File: src/hw/i2chcb_pkg.sv
package i2chcb_pkg;
   // ------------------------------------------------------------------
   // register map (byte addresses)
   // ------------------------------------------------------------------
   localparam int unsigned AW = 8;
   localparam logic [7:0] OFS_ENABLE  = 8'h00;
   localparam logic [7:0] OFS_CMDCTRL = 8'h04;
   localparam logic [7:0] OFS_BAUD    = 8'h0c;
   localparam logic [7:0] OFS_IENCLR  = 8'h14;
   localparam logic [7:0] OFS_IENSET  = 8'h18;
   localparam logic [7:0] OFS_FLAGS   = 8'h1c;
   localparam logic [7:0] OFS_STATUS  = 8'h20;
   localparam logic [7:0] OFS_ADDR    = 8'h24;
   localparam logic [7:0] OFS_DATA    = 8'h28;
   // ------------------------------------------------------------------
   // field positions
   // ------------------------------------------------------------------
   localparam int unsigned EN_BIT    = 1;
   localparam int unsigned CC_AUTO_ACK_ON_READ_ENABLE   = 8;
   localparam int unsigned CC_QUICK_CMD_ENABLE   = 9;
   localparam int unsigned CC_CMD_LO = 16;
   localparam int unsigned CC_CMD_HI = 17;
   localparam int unsigned CC_ACK    = 18;
   localparam int unsigned BD_LOW_LO = 8;
   localparam int unsigned BD_LOW_HI = 15;
   localparam int unsigned IE_MB     = 0;
   localparam int unsigned IE_SB     = 1;
   localparam int unsigned IE_ERR    = 7;
   localparam int unsigned FL_MB     = 0;
   localparam int unsigned FL_SB     = 1;
   localparam int unsigned ST_SYSTEM_OP_BUSY  = 0;
   localparam int unsigned ST_HOLD   = 1;
   localparam logic [7:0]  IE_MASK   = 8'h83;
   localparam logic [7:0]  BAUD_RST  = 8'h00;
   localparam logic [7:0]  IE_RST    = 8'h00;
   // ------------------------------------------------------------------
   // commands, operations, responses
   // ------------------------------------------------------------------
   localparam logic [1:0] CMD_NONE   = 2'h0;
   localparam logic [1:0] CMD_RSTART = 2'h1;
   localparam logic [1:0] CMD_READ   = 2'h2;
   localparam logic [1:0] CMD_STOP   = 2'h3;
   localparam logic [2:0] OP_IDLE       = 3'h0;
   localparam logic [2:0] OP_ACK_RSTART = 3'h1;
   localparam logic [2:0] OP_ACK_READ   = 3'h2;
   localparam logic [2:0] OP_ACK_STOP   = 3'h3;
   localparam logic [2:0] OP_NEW_ADDR   = 3'h4;
   localparam logic [2:0] OP_SEND_BYTE  = 3'h5;
   localparam logic [2:0] OP_ACK_ONLY   = 3'h6;
   localparam logic [1:0] RESP_OKAY   = 2'h0;
   localparam logic [1:0] RESP_SLVERR = 2'h2;
endpackage

File: src/hw/i2chcb_top.sv
// Summary of operation
// RULE1: ack select 0 sends ACK, 1 sends NACK after a received byte.
// RULE2: command field write starts an operation; it always reads zero.
// RULE3: ack action applies only when reading; writing gives restart or stop.
// RULE4: ack select written with a command is updated before the command.
// RULE5: commands are taken only while a bus flag is set.
// RULE6: command 0x1 does ack action, repeated start, then current address.
// RULE7: writing the address register does a repeated start with new address.
// RULE8: every command sets the system-operation busy bit until done.
// RULE9: 0x0 nothing; 0x2 reads a byte when reading; 0x3 ack then stop.
// RULE10: smart mode sends the ack action on a data register read.
// RULE11: quick-command bit enables quick-command operation.
// RULE12: non-zero low field sets the SCL low period.
// RULE13: baud field sets high period, and low too when low field is zero.
// RULE14: writing one to an enable-clear bit disables that interrupt.
// RULE15: enable-set and enable-clear share one enable state.
// RULE16: control and baud are write-protected while enabled, except cmd/ack.
// RULE17: protected writes while enabled are ignored, values unchanged.
// RULE18: client flag set on received byte; SCL held low while set.
// RULE19: host flag set per sent byte; SCL held unless arbitration lost.
// RULE20: address, data write, smart read or valid command release the hold.
`timescale 1ns/1ps
module i2chcb_top (
   // clock and reset
   input  wire logic        CLOCK,
   input  wire logic        RST_N,
   // axi4-lite write address and data
   input  wire logic        AWVALID,
   output logic             AWREADY,
   input  wire logic [7:0]  AWADDR,
   input  wire logic        WVALID,
   output logic             WREADY,
   input  wire logic [31:0] WDATA,
   input  wire logic [3:0]  WSTRB,
   // axi4-lite write response
   output logic             BVALID,
   input  wire logic        BREADY,
   output logic [1:0]       BRESP,
   // axi4-lite read
   input  wire logic        ARVALID,
   output logic             ARREADY,
   input  wire logic [7:0]  ARADDR,
   output logic             RVALID,
   input  wire logic        RREADY,
   output logic [31:0]      RDATA,
   output logic [1:0]       RRESP,
   // bus engine events
   input  wire logic        BYTE_RECEIVED,
   input  wire logic        BYTE_SENT,
   input  wire logic        ARB_LOST,
   input  wire logic        HOST_READING,
   input  wire logic        OP_DONE,
   input  wire logic [7:0]  RX_DATA,
   // operation request to the bus engine
   output logic             OP_START,
   output logic [2:0]       OP_KIND,
   output logic             OP_ACK_NACK,
   output logic             OP_ACK_APPLY,
   output logic [7:0]       TX_ADDR,
   output logic [7:0]       TX_DATA,
   // configuration to the bus engine
   output logic             SCL_HOLD,
   output logic [7:0]       SCL_HIGH_PERIOD,
   output logic [7:0]       SCL_LOW_PERIOD,
   output logic             QUICK_CMD_EN,
   output logic             PERIPH_ENABLE,
   output logic [7:0]       INT_ENABLE
);
   // ------------------------------------------------------------------
   // helpers
   // ------------------------------------------------------------------
   function automatic logic lane_on(input logic [3:0] strb,
                                    input int unsigned bitpos);
      lane_on = strb[bitpos / 8];
   endfunction

   // ------------------------------------------------------------------
   // axi4-lite slave
   // ------------------------------------------------------------------
   logic        aw_have_r, w_have_r, bvalid_r, rvalid_r;
   logic [7:0]  wr_addr_r;
   logic [31:0] wr_data_r, rdata_r;
   logic [3:0]  wr_strb_r;
   logic [1:0]  bresp_r, rresp_r;
   logic [31:0] rdata_nxt;
   logic        rd_hit;

   wire wr_fire = aw_have_r & w_have_r & ~bvalid_r;
   wire rd_fire = ARVALID & ~rvalid_r;
   wire wr_hit  = wr_hit_f(wr_addr_r);

   assign AWREADY = ~aw_have_r & ~bvalid_r;
   assign WREADY  = ~w_have_r & ~bvalid_r;
   assign ARREADY = ~rvalid_r;
   assign BVALID  = bvalid_r;
   assign BRESP   = bresp_r;
   assign RVALID  = rvalid_r;
   assign RDATA   = rdata_r;
   assign RRESP   = rresp_r;

   always_ff @(posedge CLOCK) begin
      if (!RST_N) begin
         aw_have_r <= 1'b0;
         w_have_r  <= 1'b0;
         bvalid_r  <= 1'b0;
         bresp_r   <= i2chcb_pkg::RESP_OKAY;
         wr_addr_r <= 8'h00;
         wr_data_r <= 32'h0000_0000;
         wr_strb_r <= 4'h0;
      end else begin
         if (AWVALID && AWREADY) begin
            aw_have_r <= 1'b1;
            wr_addr_r <= {AWADDR[7:2], 2'b00};
         end else if (wr_fire) begin
            aw_have_r <= 1'b0;
         end
         if (WVALID && WREADY) begin
            w_have_r  <= 1'b1;
            wr_data_r <= WDATA;
            wr_strb_r <= WSTRB;
         end else if (wr_fire) begin
            w_have_r <= 1'b0;
         end
         if (wr_fire) begin
            bvalid_r <= 1'b1;
            bresp_r  <= wr_hit ? i2chcb_pkg::RESP_OKAY
                               : i2chcb_pkg::RESP_SLVERR;
         end else if (BREADY) begin
            bvalid_r <= 1'b0;
         end
      end
   end

   always_ff @(posedge CLOCK) begin
      if (!RST_N) begin
         rvalid_r <= 1'b0;
         rdata_r  <= 32'h0000_0000;
         rresp_r  <= i2chcb_pkg::RESP_OKAY;
      end else if (rd_fire) begin
         rvalid_r <= 1'b1;
         rdata_r  <= rdata_nxt;
         rresp_r  <= rd_hit ? i2chcb_pkg::RESP_OKAY
                            : i2chcb_pkg::RESP_SLVERR;
      end else if (RREADY) begin
         rvalid_r <= 1'b0;
      end
   end

   // ------------------------------------------------------------------
   // register decode
   // ------------------------------------------------------------------
   logic       enable_r, auto_ack_on_read_enable_r, quick_cmd_enable_r, ack_r, mb_r, sb_r, arb_r;
   logic       system_op_busy_r, hold_r;
   logic [7:0] baud_r, baud_low_r, ien_r, addr_r, txd_r;

   wire w_en  = wr_fire & (wr_addr_r == i2chcb_pkg::OFS_ENABLE)
              & lane_on(wr_strb_r, i2chcb_pkg::EN_BIT);
   wire w_ccl = wr_fire & (wr_addr_r == i2chcb_pkg::OFS_CMDCTRL)
              & lane_on(wr_strb_r, i2chcb_pkg::CC_AUTO_ACK_ON_READ_ENABLE);
   wire w_cch = wr_fire & (wr_addr_r == i2chcb_pkg::OFS_CMDCTRL)
              & lane_on(wr_strb_r, i2chcb_pkg::CC_ACK);
   wire w_bdh = wr_fire & (wr_addr_r == i2chcb_pkg::OFS_BAUD)
              & lane_on(wr_strb_r, 0);
   wire w_bdl = wr_fire & (wr_addr_r == i2chcb_pkg::OFS_BAUD)
              & lane_on(wr_strb_r, i2chcb_pkg::BD_LOW_LO);
   wire w_iec = wr_fire & (wr_addr_r == i2chcb_pkg::OFS_IENCLR)
              & lane_on(wr_strb_r, 0);
   wire w_ies = wr_fire & (wr_addr_r == i2chcb_pkg::OFS_IENSET)
              & lane_on(wr_strb_r, 0);
   wire w_flg = wr_fire & (wr_addr_r == i2chcb_pkg::OFS_FLAGS)
              & lane_on(wr_strb_r, 0);
   wire w_adr = wr_fire & (wr_addr_r == i2chcb_pkg::OFS_ADDR)
              & lane_on(wr_strb_r, 0);
   wire w_dat = wr_fire & (wr_addr_r == i2chcb_pkg::OFS_DATA)
              & lane_on(wr_strb_r, 0);
   wire [7:0] wb0 = wr_data_r[7:0];
   wire [7:0] wb1 = wr_data_r[15:8];

   // protected fields move only while disabled
   wire prot_ok = ~enable_r;                                   // [RULE16]
   wire cfg_wr  = w_ccl & prot_ok;                             // [RULE17]

   // ------------------------------------------------------------------
   // command decode and issue
   // ------------------------------------------------------------------
   wire [1:0] cmd_val = wr_data_r[i2chcb_pkg::CC_CMD_HI:
                                  i2chcb_pkg::CC_CMD_LO];
   wire flag_any = mb_r | sb_r;
   wire cmd_wr   = w_cch & (cmd_val != i2chcb_pkg::CMD_NONE);   // [RULE2]
   wire read_nop = (cmd_val == i2chcb_pkg::CMD_READ) & ~HOST_READING;
   wire cmd_ok   = cmd_wr & flag_any & ~read_nop;      // [RULE5] [RULE9]
   wire smart_rd = rd_fire & auto_ack_on_read_enable_r & flag_any
                 & ({ARADDR[7:2], 2'b00} == i2chcb_pkg::OFS_DATA);
   wire release_ev = w_adr | w_dat | smart_rd | cmd_ok;        // [RULE20]
   // the ack bit of the same write is the one the command uses
   wire ack_nxt = w_cch ? wr_data_r[i2chcb_pkg::CC_ACK] : ack_r; // [RULE4]
   logic [2:0] kind_nxt;

   always_comb begin
      kind_nxt = i2chcb_pkg::OP_IDLE;
      if (w_adr) begin
         kind_nxt = i2chcb_pkg::OP_NEW_ADDR;                   // [RULE7]
      end else if (w_dat) begin
         kind_nxt = i2chcb_pkg::OP_SEND_BYTE;
      end else if (cmd_ok) begin
         case (cmd_val)
            i2chcb_pkg::CMD_RSTART: kind_nxt = i2chcb_pkg::OP_ACK_RSTART;
            i2chcb_pkg::CMD_READ:   kind_nxt = i2chcb_pkg::OP_ACK_READ;
            i2chcb_pkg::CMD_STOP:   kind_nxt = i2chcb_pkg::OP_ACK_STOP;
            default:                kind_nxt = i2chcb_pkg::OP_IDLE;
         endcase                                        // [RULE6] [RULE9]
      end else if (smart_rd) begin
         kind_nxt = i2chcb_pkg::OP_ACK_ONLY;                   // [RULE10]
      end
   end

   // ------------------------------------------------------------------
   // flags, busy and clock hold (set wins over clear)
   // ------------------------------------------------------------------
   wire mb_nxt = BYTE_SENT | (mb_r & ~release_ev
               & ~(w_flg & wb0[i2chcb_pkg::FL_MB]));           // [RULE19]
   wire sb_nxt = BYTE_RECEIVED | (sb_r & ~release_ev
               & ~(w_flg & wb0[i2chcb_pkg::FL_SB]));           // [RULE18]
   wire arb_nxt = BYTE_SENT ? ARB_LOST : arb_r;
   wire hold_nxt = (mb_nxt & ~arb_nxt) | sb_nxt;        // [RULE18] [RULE19]
   wire system_op_busy_nxt = release_ev | (system_op_busy_r & ~OP_DONE);         // [RULE8]
   wire [7:0] ien_nxt = ((ien_r & ~(w_iec ? wb0 : 8'h00))
                      | (w_ies ? wb0 : 8'h00))
                      & i2chcb_pkg::IE_MASK;         // [RULE14] [RULE15]

   always_ff @(posedge CLOCK) begin
      if (!RST_N) begin
         enable_r   <= 1'b0;
         auto_ack_on_read_enable_r     <= 1'b0;
         quick_cmd_enable_r     <= 1'b0;
         ack_r      <= 1'b0;
         baud_r     <= i2chcb_pkg::BAUD_RST;
         baud_low_r <= i2chcb_pkg::BAUD_RST;
         ien_r      <= i2chcb_pkg::IE_RST;
         mb_r       <= 1'b0;
         sb_r       <= 1'b0;
         arb_r      <= 1'b0;
         hold_r     <= 1'b0;
         system_op_busy_r    <= 1'b0;
      end else begin
         if (w_en) enable_r <= wb0[i2chcb_pkg::EN_BIT];
         if (cfg_wr) begin
            auto_ack_on_read_enable_r <= wb1[i2chcb_pkg::CC_AUTO_ACK_ON_READ_ENABLE - 8];
            quick_cmd_enable_r <= wb1[i2chcb_pkg::CC_QUICK_CMD_ENABLE - 8];            // [RULE11]
         end
         ack_r <= ack_nxt;                                     // [RULE1]
         if (w_bdh && prot_ok) baud_r <= wb0;
         if (w_bdl && prot_ok) baud_low_r <= wb1;
         ien_r   <= ien_nxt;
         mb_r    <= mb_nxt;
         sb_r    <= sb_nxt;
         arb_r   <= arb_nxt;
         hold_r  <= hold_nxt;
         system_op_busy_r <= system_op_busy_nxt;
      end
   end

   // ------------------------------------------------------------------
   // operation request outputs
   // ------------------------------------------------------------------
   logic       op_start_r, op_ack_r, op_apply_r;
   logic [2:0] op_kind_r;

   always_ff @(posedge CLOCK) begin
      if (!RST_N) begin
         op_start_r <= 1'b0;
         op_kind_r  <= i2chcb_pkg::OP_IDLE;
         op_ack_r   <= 1'b0;
         op_apply_r <= 1'b0;
         addr_r     <= 8'h00;
         txd_r      <= 8'h00;
      end else begin
         op_start_r <= release_ev;
         if (release_ev) begin
            op_kind_r  <= kind_nxt;
            op_ack_r   <= ack_nxt;                             // [RULE4]
            op_apply_r <= HOST_READING & ~w_adr & ~w_dat;      // [RULE3]
         end
         if (w_adr) addr_r <= wb0;
         if (w_dat) txd_r <= wb0;
      end
   end

   assign OP_START        = op_start_r;
   assign OP_KIND         = op_kind_r;
   assign OP_ACK_NACK     = op_ack_r;
   assign OP_ACK_APPLY    = op_apply_r;
   assign TX_ADDR         = addr_r;
   assign TX_DATA         = txd_r;
   assign SCL_HOLD        = hold_r;
   assign SCL_HIGH_PERIOD = baud_r;                            // [RULE13]
   assign SCL_LOW_PERIOD  = (baud_low_r != 8'h00) ? baud_low_r
                                                  : baud_r;   // [RULE12]
   assign QUICK_CMD_EN    = quick_cmd_enable_r;
   assign PERIPH_ENABLE   = enable_r;
   assign INT_ENABLE      = ien_r;

   // ------------------------------------------------------------------
   // read mux
   // ------------------------------------------------------------------
   wire [7:0] rd_a = {ARADDR[7:2], 2'b00};
   assign rd_hit = wr_hit_f(rd_a) | (rd_a == i2chcb_pkg::OFS_STATUS);

   function automatic logic wr_hit_f(input logic [7:0] a);
      wr_hit_f = (a == i2chcb_pkg::OFS_ENABLE)
              | (a == i2chcb_pkg::OFS_CMDCTRL)
              | (a == i2chcb_pkg::OFS_BAUD)
              | (a == i2chcb_pkg::OFS_IENCLR)
              | (a == i2chcb_pkg::OFS_IENSET)
              | (a == i2chcb_pkg::OFS_FLAGS)
              | (a == i2chcb_pkg::OFS_ADDR)
              | (a == i2chcb_pkg::OFS_DATA);
   endfunction

   always_comb begin
      rdata_nxt = 32'h0000_0000;
      case (rd_a)
         i2chcb_pkg::OFS_ENABLE:  rdata_nxt[i2chcb_pkg::EN_BIT] = enable_r;
         i2chcb_pkg::OFS_CMDCTRL: begin
            // command bits stay zero on read
            rdata_nxt[i2chcb_pkg::CC_ACK]  = ack_r;            // [RULE2]
            rdata_nxt[i2chcb_pkg::CC_QUICK_CMD_ENABLE] = quick_cmd_enable_r;
            rdata_nxt[i2chcb_pkg::CC_AUTO_ACK_ON_READ_ENABLE] = auto_ack_on_read_enable_r;
         end
         i2chcb_pkg::OFS_BAUD:    rdata_nxt[15:0] = {baud_low_r, baud_r};
         i2chcb_pkg::OFS_IENCLR,
         i2chcb_pkg::OFS_IENSET:  rdata_nxt[7:0] = ien_r;      // [RULE15]
         i2chcb_pkg::OFS_FLAGS:   rdata_nxt[1:0] = {sb_r, mb_r};
         i2chcb_pkg::OFS_STATUS:  rdata_nxt[1:0] = {hold_r, system_op_busy_r};
         i2chcb_pkg::OFS_ADDR:    rdata_nxt[7:0] = addr_r;
         i2chcb_pkg::OFS_DATA:    rdata_nxt[7:0] = RX_DATA;
         default:                 rdata_nxt = 32'h0000_0000;
      endcase
   end
endmodule // i2chcb_top

File: config.mk
export PLATFORM = sky130hd
export DESIGN_NAME = i2chcb_top
export DESIGN_NICKNAME = d
export VERILOG_FILES = /design/src/hw/i2chcb_pkg.sv /design/src/hw/i2chcb_top.sv
export SDC_FILE = /design/constraint.sdc
export NUM_CORES = 1
export LEC_CHECK = 0
export BUFFER_PORTS_ARGS = -buffer_cell sky130_fd_sc_hd__buf_2
export CAP_MARGIN = 20
export CORE_ASPECT_RATIO = 1.5
export CORE_MARGIN = 2
export CORE_UTILIZATION = 51
export DETAILED_ROUTE_END_ITERATION = 10
export GPL_ROUTABILITY_DRIVEN = 0
export PLACE_DENSITY = 0.91
export SLEW_MARGIN = 30
export SYNTH_ARGS = -nofsm -noshare
export SYNTH_HDL_FRONTEND = slang
export SYNTH_SLANG_ARGS = --single-unit
File: constraint.sdc
create_clock -name CLOCK -period 3.7 [get_ports CLOCK]
set_input_delay 0.185 -clock CLOCK [delete_from_list [all_inputs] [get_ports CLOCK]]
set_output_delay 0.185 -clock CLOCK [all_outputs]
set_load 0.01 [all_outputs]
==> results of run 1 <==
through the flow:
stage	utilization	power, W
finish	0.627	0.00222
global route	0.627	0.00229
CTS	0.627	0.00222
detailed placement	0.595	0.00137
global placement	0.595	0.00136
floorplan	-	0.00132
flip-flops by register name, indices dropped and copies added (netlist names), 3 cells and up:
register         count
TX_ADDR              8
OP_KIND              3
TX_DATA              8
wr_addr_r            6
INT_ENABLE           3
baud_low_r           8
SCL_HIGH_PERIOD      8
RDATA               17
wr_data_r           19
wr_strb_r            3
layout make-up:
class | count | area share
sequential | 101 | 0.381
clock buffer | 11 | 0.0457
tap | 107 | 0.0252
timing repair buffer | 124 | 0.118
clock inverter | 5 | 0.00613
inverter | 9 | 0.00636
multi-input combinational | 388 | 0.417
per-layer routing:
metal / GRT usage / up-vias / routed length [um] / share of wire
met1: 0.303 / 1912 / 4580 / 0.39
met5: 0 / - / 0 / 0
met3: 0.0344 / 32 / 712 / 0.061
met4: 0.130 / 0 / 379 / 0.032
met2: 0.435 / 180 / 6000 / 0.51
li1: - / 1982 / - / -
cell families after synthesis:
family / Yosys count / synth area share
other: 1 / 0.000842
AO/OA/AOI/OAI: 109 / 0.153
AND/OR/NAND/NOR: 216 / 0.233
flip-flops: 101 / 0.454
XOR/XNOR: 3 / 0.00590
multiplexers: 38 / 0.0857
buffers and inverters: 56 / 0.0680
placed cells by master, fill, tap and decap left out, types with 11 or more instances in the layout:
master,count
sky130_fd_sc_hd__o21ai_0,11
sky130_fd_sc_hd__buf_2,121
sky130_fd_sc_hd__dfxtp_1,101
sky130_fd_sc_hd__nor2_1,66
sky130_fd_sc_hd__nand3_1,20
sky130_fd_sc_hd__nand2_1,80
sky130_fd_sc_hd__mux2i_1,37
sky130_fd_sc_hd__conb_1,22
sky130_fd_sc_hd__a21oi_1,53
sky130_fd_sc_hd__a21o_1,13
path summary, 6_finish.rpt:
| check | start | to | slack [ns] |
|---|---|---|---|
| worst min-delay path | RREADY | RVALID$_SDFFE_PN0P_ | 0.02 |
| worst max-delay path | wr_addr_r[3]$_SDFFE_PN0P_ | baud_low_r[7]$_SDFFE_PN0P_ | 1.35 |
| worst min register to register | wr_strb_r[2]$_SDFFE_PN0P_ | wr_strb_r[2]$_SDFFE_PN0P_ | 0.45 |
| worst max register to register | wr_addr_r[3]$_SDFFE_PN0P_ | baud_low_r[7]$_SDFFE_PN0P_ | 1.35 |
power breakdown:
group	switching, W	internal, W	leakage [nW]
combinational	0.000124	0.0000744	1.58
clock	0.000392	0.000475	0.140
sequential	0.0000345	0.00112	0.820
==> implementation parameters, run 1 <==
Parameter                              Value

Setup path
  CP cell instances    nor4bb_1, nand4_2, mux2i_1, nor2_1
  Capturing element type of the critical path    flop
  Crit Path Max Fanout    9
  Critical setup path kind    reg2reg
  Data required time at the worst endpoint    3.90 ns
  Largest stage delay on the critical path    0.88 ns
  Largest delay share family, worst path    simple AND/OR/NAND/NOR gates
  Logic depth of the worst setup path including buffers    4
  Startpoint types    flop
  R2r worst-path depth    4
  Buffers plus inverters on the worst setup path    0
  WP data arrival    2.55 ns
  Max stage delay cell, worst path    sky130_fd_sc_hd__nor4bb_1

STA
  Final total negative setup slack    0 ns
  Period utilisation layout    0.636
  Final-report hold violation count    0
  Unrepaired setup endpoints after global routing    no
  Worst setup margin    1.35 ns
  Final count of pins violating max slew    0
  Fmax    425 MHz
  Slew at the pin with the worst max-slew slack    0.968 ns
  Final critical delay including setup and external delays    2.35 ns
  Endpoints failing setup    0
  Post-route clock skew    0.00638 ns
  Minimum hold slack    0.0185 ns
  Relative slew slack    0.346

Logic synthesis
  Post-synth top area cell    sky130_fd_sc_hd__dfxtp_1
  Post-Syn Instances    524
  Share of synthesized area occupied by flip-flops and latches    0.454
  Yosys warnings    0
  Syn avg cell area    8.50 um2
  Cell area after synthesis    4460 um2
  Top post-synthesis cells by area    sky130_fd_sc_hd__dfxtp_1 45%, sky130_fd_sc_hd__mux2i_1 8.3%, sky130_fd_sc_hd__nand2_1 6.7%
  Post-synth EDFFs    0
  Yosys reg bits    101
  Count of distinct cell types in the synthesized netlist    57
  Top FF cell, synth    sky130_fd_sc_hd__dfxtp_1
  Share of flip-flops with an asynchronous set or reset    0
  Top cells by instance count after synthesis    101 x sky130_fd_sc_hd__dfxtp_1, 80 x sky130_fd_sc_hd__nand2_1, 66 x sky130_fd_sc_hd__nor2_1
  Yosys top cell area share    0.454
  Most frequently used cell type in the post-synthesis netlist    sky130_fd_sc_hd__dfxtp_1

Global routing
  First-pass GRT wire length    19000 um
  Total global-route track usage    0.254
  GR Overflow Total    0
  Initial antenna violation count    0
  Number of global-route vias before repair    4005
  Largest net degree at the start of global routing    59

Finish
  Footprint of the multi-input gates    2220 um2
  Fillers    703
  Synthesis-to-layout area growth    19.2%
  Ratio of cells with drive above 1 in the final layout    0.238
  Post-route non-filler standard cell count    745
  Number of nets in the final layout    705
  Count of inserted antenna diode cells    0
  Final instance area    5310 um2
  Register area    2020 um2

Clocking
  Clock Latency Late Sink    0.35 ns
  Setup bufs post-CTS    0
  H-tree level count    3
  Clock-pin slew of the registers on the worst-case setup and hold paths    0.07 ns
  Resized Gates After CTS    0
  Clock buffer count from CTS    9
  TritonCTS clock tree    done
  Count of hold buffers inserted by post-cts repair    0
  Largest buffer count on any clock path    2
  Clk sinks    101
  Cell chosen for the clock root    sky130_fd_sc_hd__clkbuf_16

Detailed routing
  Total via count after detailed routing    4106
  Routed wire length    11700 um
  Iteration-0 DRC Markers    367
  Drt drc    0
  Post-detailed-route via-to-cell ratio    5.51
  Average wire length per cell after detail routing    15.7 um
  First-pass DRT Iterations    8
  Post-route ant nets    0

Die
  Top-level port count    162
  Height of the die    118 um
  Die ar.    9520 um2
  Horizontal die dimension    80.3 um
  Initial cell density of the core    0.526
  Total number of placement rows    41
  Area of the core    8460 um2

Min path
  Worst min-delay path class    in2reg
  Hold-critical path depth    2

Status
  Outcome    finished, final reports clean

Placement
  Setup WS pre-CTS    1.37 ns
  Placed cell area    5030 um2
  Placed cells    729
  HPWL after DPL    8830 um
  I/O Buffers    121

Pwr
  Ratio of total power to cell area    418 nW/um2
  Maximum vdd ir drop    0.288 mV
  Leakage power figure    2.54 nW

Run
  Max-cap violations    0
(Power assumes the default switching activity.)
==> run 2, diff against run 1 <==
--- a/config.mk
+++ b/config.mk
@@ -5,14 +5,15 @@
 export SDC_FILE = /design/constraint.sdc
 export NUM_CORES = 1
 export LEC_CHECK = 0
+export ABC_AREA = 1
 export BUFFER_PORTS_ARGS = -buffer_cell sky130_fd_sc_hd__buf_2
 export CAP_MARGIN = 20
 export CORE_ASPECT_RATIO = 1.5
 export CORE_MARGIN = 2
-export CORE_UTILIZATION = 51
+export CORE_UTILIZATION = 45
 export DETAILED_ROUTE_END_ITERATION = 10
 export GPL_ROUTABILITY_DRIVEN = 0
-export PLACE_DENSITY = 0.91
+export PLACE_DENSITY = 0.86
 export SLEW_MARGIN = 30
 export SYNTH_ARGS = -nofsm -noshare
 export SYNTH_HDL_FRONTEND = slang
==> constraint.sdc (replaced) <==
create_clock -name CLOCK -period 2 [get_ports CLOCK]
set_input_delay 0.1 -clock CLOCK [delete_from_list [all_inputs] [get_ports CLOCK]]
set_output_delay 0.1 -clock CLOCK [all_outputs]
set_load 0.01 [all_outputs]
==> run 2 against run 1 <==
  * Worst hold slack improved by 0.0037 ns
  * Sequential power increased by 86%
  * Critical path type is now reg2out
  * Clock skew fell by 0.00077 ns
  * Synthesized cell count grew 14%
  * Cell count up 12%
==> implementation parameters, run 2 <==
Parameter                              Value

Finish
  Fin util    0.554 (-0.0736)
  Ratio of cells with drive above 1 in the final layout    0.250 (+0.0118)
  Max FFs per register    19 (unchanged)
  Highest-count cells in the layout ignoring fill and taps    121 x sky130_fd_sc_hd__buf_2, 101 x sky130_fd_sc_hd__dfxtp_1, 90 x sky130_fd_sc_hd__nand2_1
  Number of nets in the final layout    783 (+11%)
  Register with the most flip-flops    wr_data_r
  Post-route non-filler standard cell count    831 (+12%)
  Register area    2020 um2 (unchanged)
  Most common cell after layout, fill and taps aside    sky130_fd_sc_hd__buf_2
  Count of inserted antenna diode cells    0 (unchanged)
  Footprint of the multi-input gates    1980 um2 (-11%)
  Fillers    948 (+35%)
  Synthesis-to-layout area growth    20.3%

Detailed routing
  Total via count after detailed routing    4221 (+2.8%)
  Routed wire length    11400 um (-2.5%)
  Drt drc    0 (unchanged)
  Average wire length per cell after detail routing    13.7 um (-13%)
  Post-detailed-route via-to-cell ratio    5.08 (-7.8%)
  Post-route ant nets    0 (unchanged)
  First-pass DRT Iterations    5 (-3)
  Iteration-0 DRC Markers    328 (-11%)

Logic synthesis
  Post-synth EDFFs    0 (unchanged)
  Share of flip-flops with an asynchronous set or reset    0 (unchanged)
  Yosys warnings    0 (unchanged)
  Post-synth top area cell    sky130_fd_sc_hd__dfxtp_1
  Top cells by instance count after synthesis    101 x sky130_fd_sc_hd__dfxtp_1, 90 x sky130_fd_sc_hd__nand2_1, 82 x sky130_fd_sc_hd__o21ai_0
  Yosys reg bits    101 (unchanged)
  Syn avg cell area    7.49 um2 (-12%)
  Share of synthesized area occupied by flip-flops and latches    0.454 (about the same)
  Top FF cell, synth    sky130_fd_sc_hd__dfxtp_1
  Top post-synthesis cells by area    sky130_fd_sc_hd__dfxtp_1 45%, sky130_fd_sc_hd__o21ai_0 9.2%, sky130_fd_sc_hd__a21oi_1 8.3%
  Cell area after synthesis    4460 um2 (about the same)
  Post-Syn Instances    595 (+14%)
  Count of distinct cell types in the synthesized netlist    36 (-37%)
  Most frequently used cell type in the post-synthesis netlist    sky130_fd_sc_hd__dfxtp_1
  Yosys top cell area share    0.454 (about the same)

Clocking
  Resized Gates After CTS    0 (unchanged)
  TritonCTS clock tree    done
  Cell chosen for the clock root    sky130_fd_sc_hd__clkbuf_16
  Clk sinks    101 (unchanged)
  Largest buffer count on any clock path    2 (unchanged)
  Count of hold buffers inserted by post-cts repair    1 (+1)
  Setup bufs post-CTS    0 (unchanged)
  Clock-pin slew of the registers on the worst-case setup and hold paths    0.06 ns (about the same)
  Clock Latency Late Sink    0.34 ns (about the same)
  Clock buffer count from CTS    9 (unchanged)
  H-tree level count    3 (unchanged)

Global routing
  Largest net degree at the start of global routing    59 (unchanged)
  Initial antenna violation count    0 (unchanged)
  GR Overflow Total    0 (unchanged)
  Number of global-route vias before repair    3916 (-2.2%)
  First-pass GRT wire length    18200 um (-4.0%)
  Total global-route track usage    0.214 (-0.0397)

STA
  Post-route clock skew    0.00560 ns (-0.000772 ns)
  Final-report hold violation count    0 (unchanged)
  Final critical delay including setup and external delays    1.84 ns
  Fmax    542 MHz
  Final total negative setup slack    0 ns (unchanged)
  Period utilisation layout    0.922
  Unrepaired setup endpoints after global routing    no
  Slew at the pin with the worst max-slew slack    0.577 ns (-0.391 ns)
  Endpoints failing setup    0 (unchanged)
  Minimum hold slack    0.0222 ns (+0.00373 ns)
  Relative slew slack    0.614 (+0.268)
  Final count of pins violating max slew    0 (unchanged)

Min path
  Worst min-delay path class    in2reg

Setup path
  Crit Path Max Fanout    8 (-1)
  Critical setup path kind    reg2out
  Data required time at the worst endpoint    1.90 ns (-2.00 ns)
  Startpoint types    flop
  WP data arrival    1.74 ns (-0.81 ns)
  Capturing element type of the critical path    primary output

Placement
  I/O Buffers    121 (unchanged)
  HPWL after DPL    8520 um (-3.5%)
  Placed cells    814 (+12%)

Die
  Initial cell density of the core    0.460 (-0.0663)
  Height of the die    126 um (+6.3%)
  Area of the core    9690 um2 (+14%)
  Top-level port count    162 (unchanged)
  Total number of placement rows    44 (+7.3%)
  Die ar.    10700 um2 (+13%)
  Horizontal die dimension    85.3 um (+6.2%)

Run
  Max-cap violations    0 (unchanged)

Pwr
  Maximum vdd ir drop    0.595 mV (+110%)
  Ratio of total power to cell area    800 nW/um2 (+92%)
  Leakage power figure    2.54 nW (-0.15%)

Status
  Outcome    finished, final reports clean
==> run 2: cell count changes after synthesis, moves of 13 or more <==
cell	previous run	this run
sky130_fd_sc_hd__o21ai_0	11	82
sky130_fd_sc_hd__inv_1	8	56
sky130_fd_sc_hd__mux2i_1	37	1
sky130_fd_sc_hd__a21oi_1	53	74
sky130_fd_sc_hd__a21o_1	13	0
==> run 2: cell families after synthesis <==
logic type | Yosys count | synth area share
other | 1 | 0.000841
multiplexers | 1 | 0.00225
buffers and inverters | 112 | 0.120
AO/OA/AOI/OAI | 178 | 0.212
flip-flops | 101 | 0.454
AND/OR/NAND/NOR | 202 | 0.211
==> run 2: stage by stage <==
stage	setup WS (ns)	instance area (um2)	power [W]
5_1_grt	0.0852	5360	0.00444
3_3_place_gp	0.447	5060	0.00260
4_1_cts	0.164	5360	0.00432
2_1_floorplan	0.613	4540	0.00249
3_5_place_dp	0.423	5060	0.00261
6_report	0.156	5360	0.00429
==> run 2: routing by layer <==
metal | part of all wire | track usage
met5 | 0 | 0
met4 | 0.037 | 0.122
met3 | 0.069 | 0.0426
met2 | 0.49 | 0.368
met1 | 0.41 | 0.244
==> run 2: report_power, final <==
group	switching (W)	total, W	internal, W
clock	0.000725	0.00173	0.00100
combinational	0.000280	0.000425	0.000145
sequential	0.0000495	0.00214	0.00209
==> run 2: final timing paths <==
kind,cells past startpoint,to,slack (ns),from
max,4,SCL_LOW_PERIOD[2],0.16,baud_low_r[4]$_SDFFE_PN0P_
min,3,wr_data_r[12]$_SDFFE_PN0P_,0.02,WDATA[12]
max reg2reg,6,SCL_HIGH_PERIOD[4]$_SDFFE_PN0P_,0.38,w_have_r$_SDFFE_PN0P_
min reg2reg,2,OP_KIND[1]$_SDFFE_PN0P_,0.46,OP_KIND[1]$_SDFFE_PN0P_
==> run 2: worst max-delay path, stage by stage, from the launching register on <==
cell	delay, ns
sky130_fd_sc_hd__dfxtp_1	0.33
sky130_fd_sc_hd__nor4_1	0.36
sky130_fd_sc_hd__nand2_1	0.26
sky130_fd_sc_hd__o21bai_1	0.27
sky130_fd_sc_hd__buf_2	0.17
==> run 2: layout make-up <==
cell class / count / area share
sequential: 101 / 0.377
clock buffer: 12 / 0.0460
tap: 115 / 0.0268
inverter: 67 / 0.0474
clock inverter: 4 / 0.00886
multi-input combinational: 403 / 0.369
timing repair buffer: 129 / 0.125
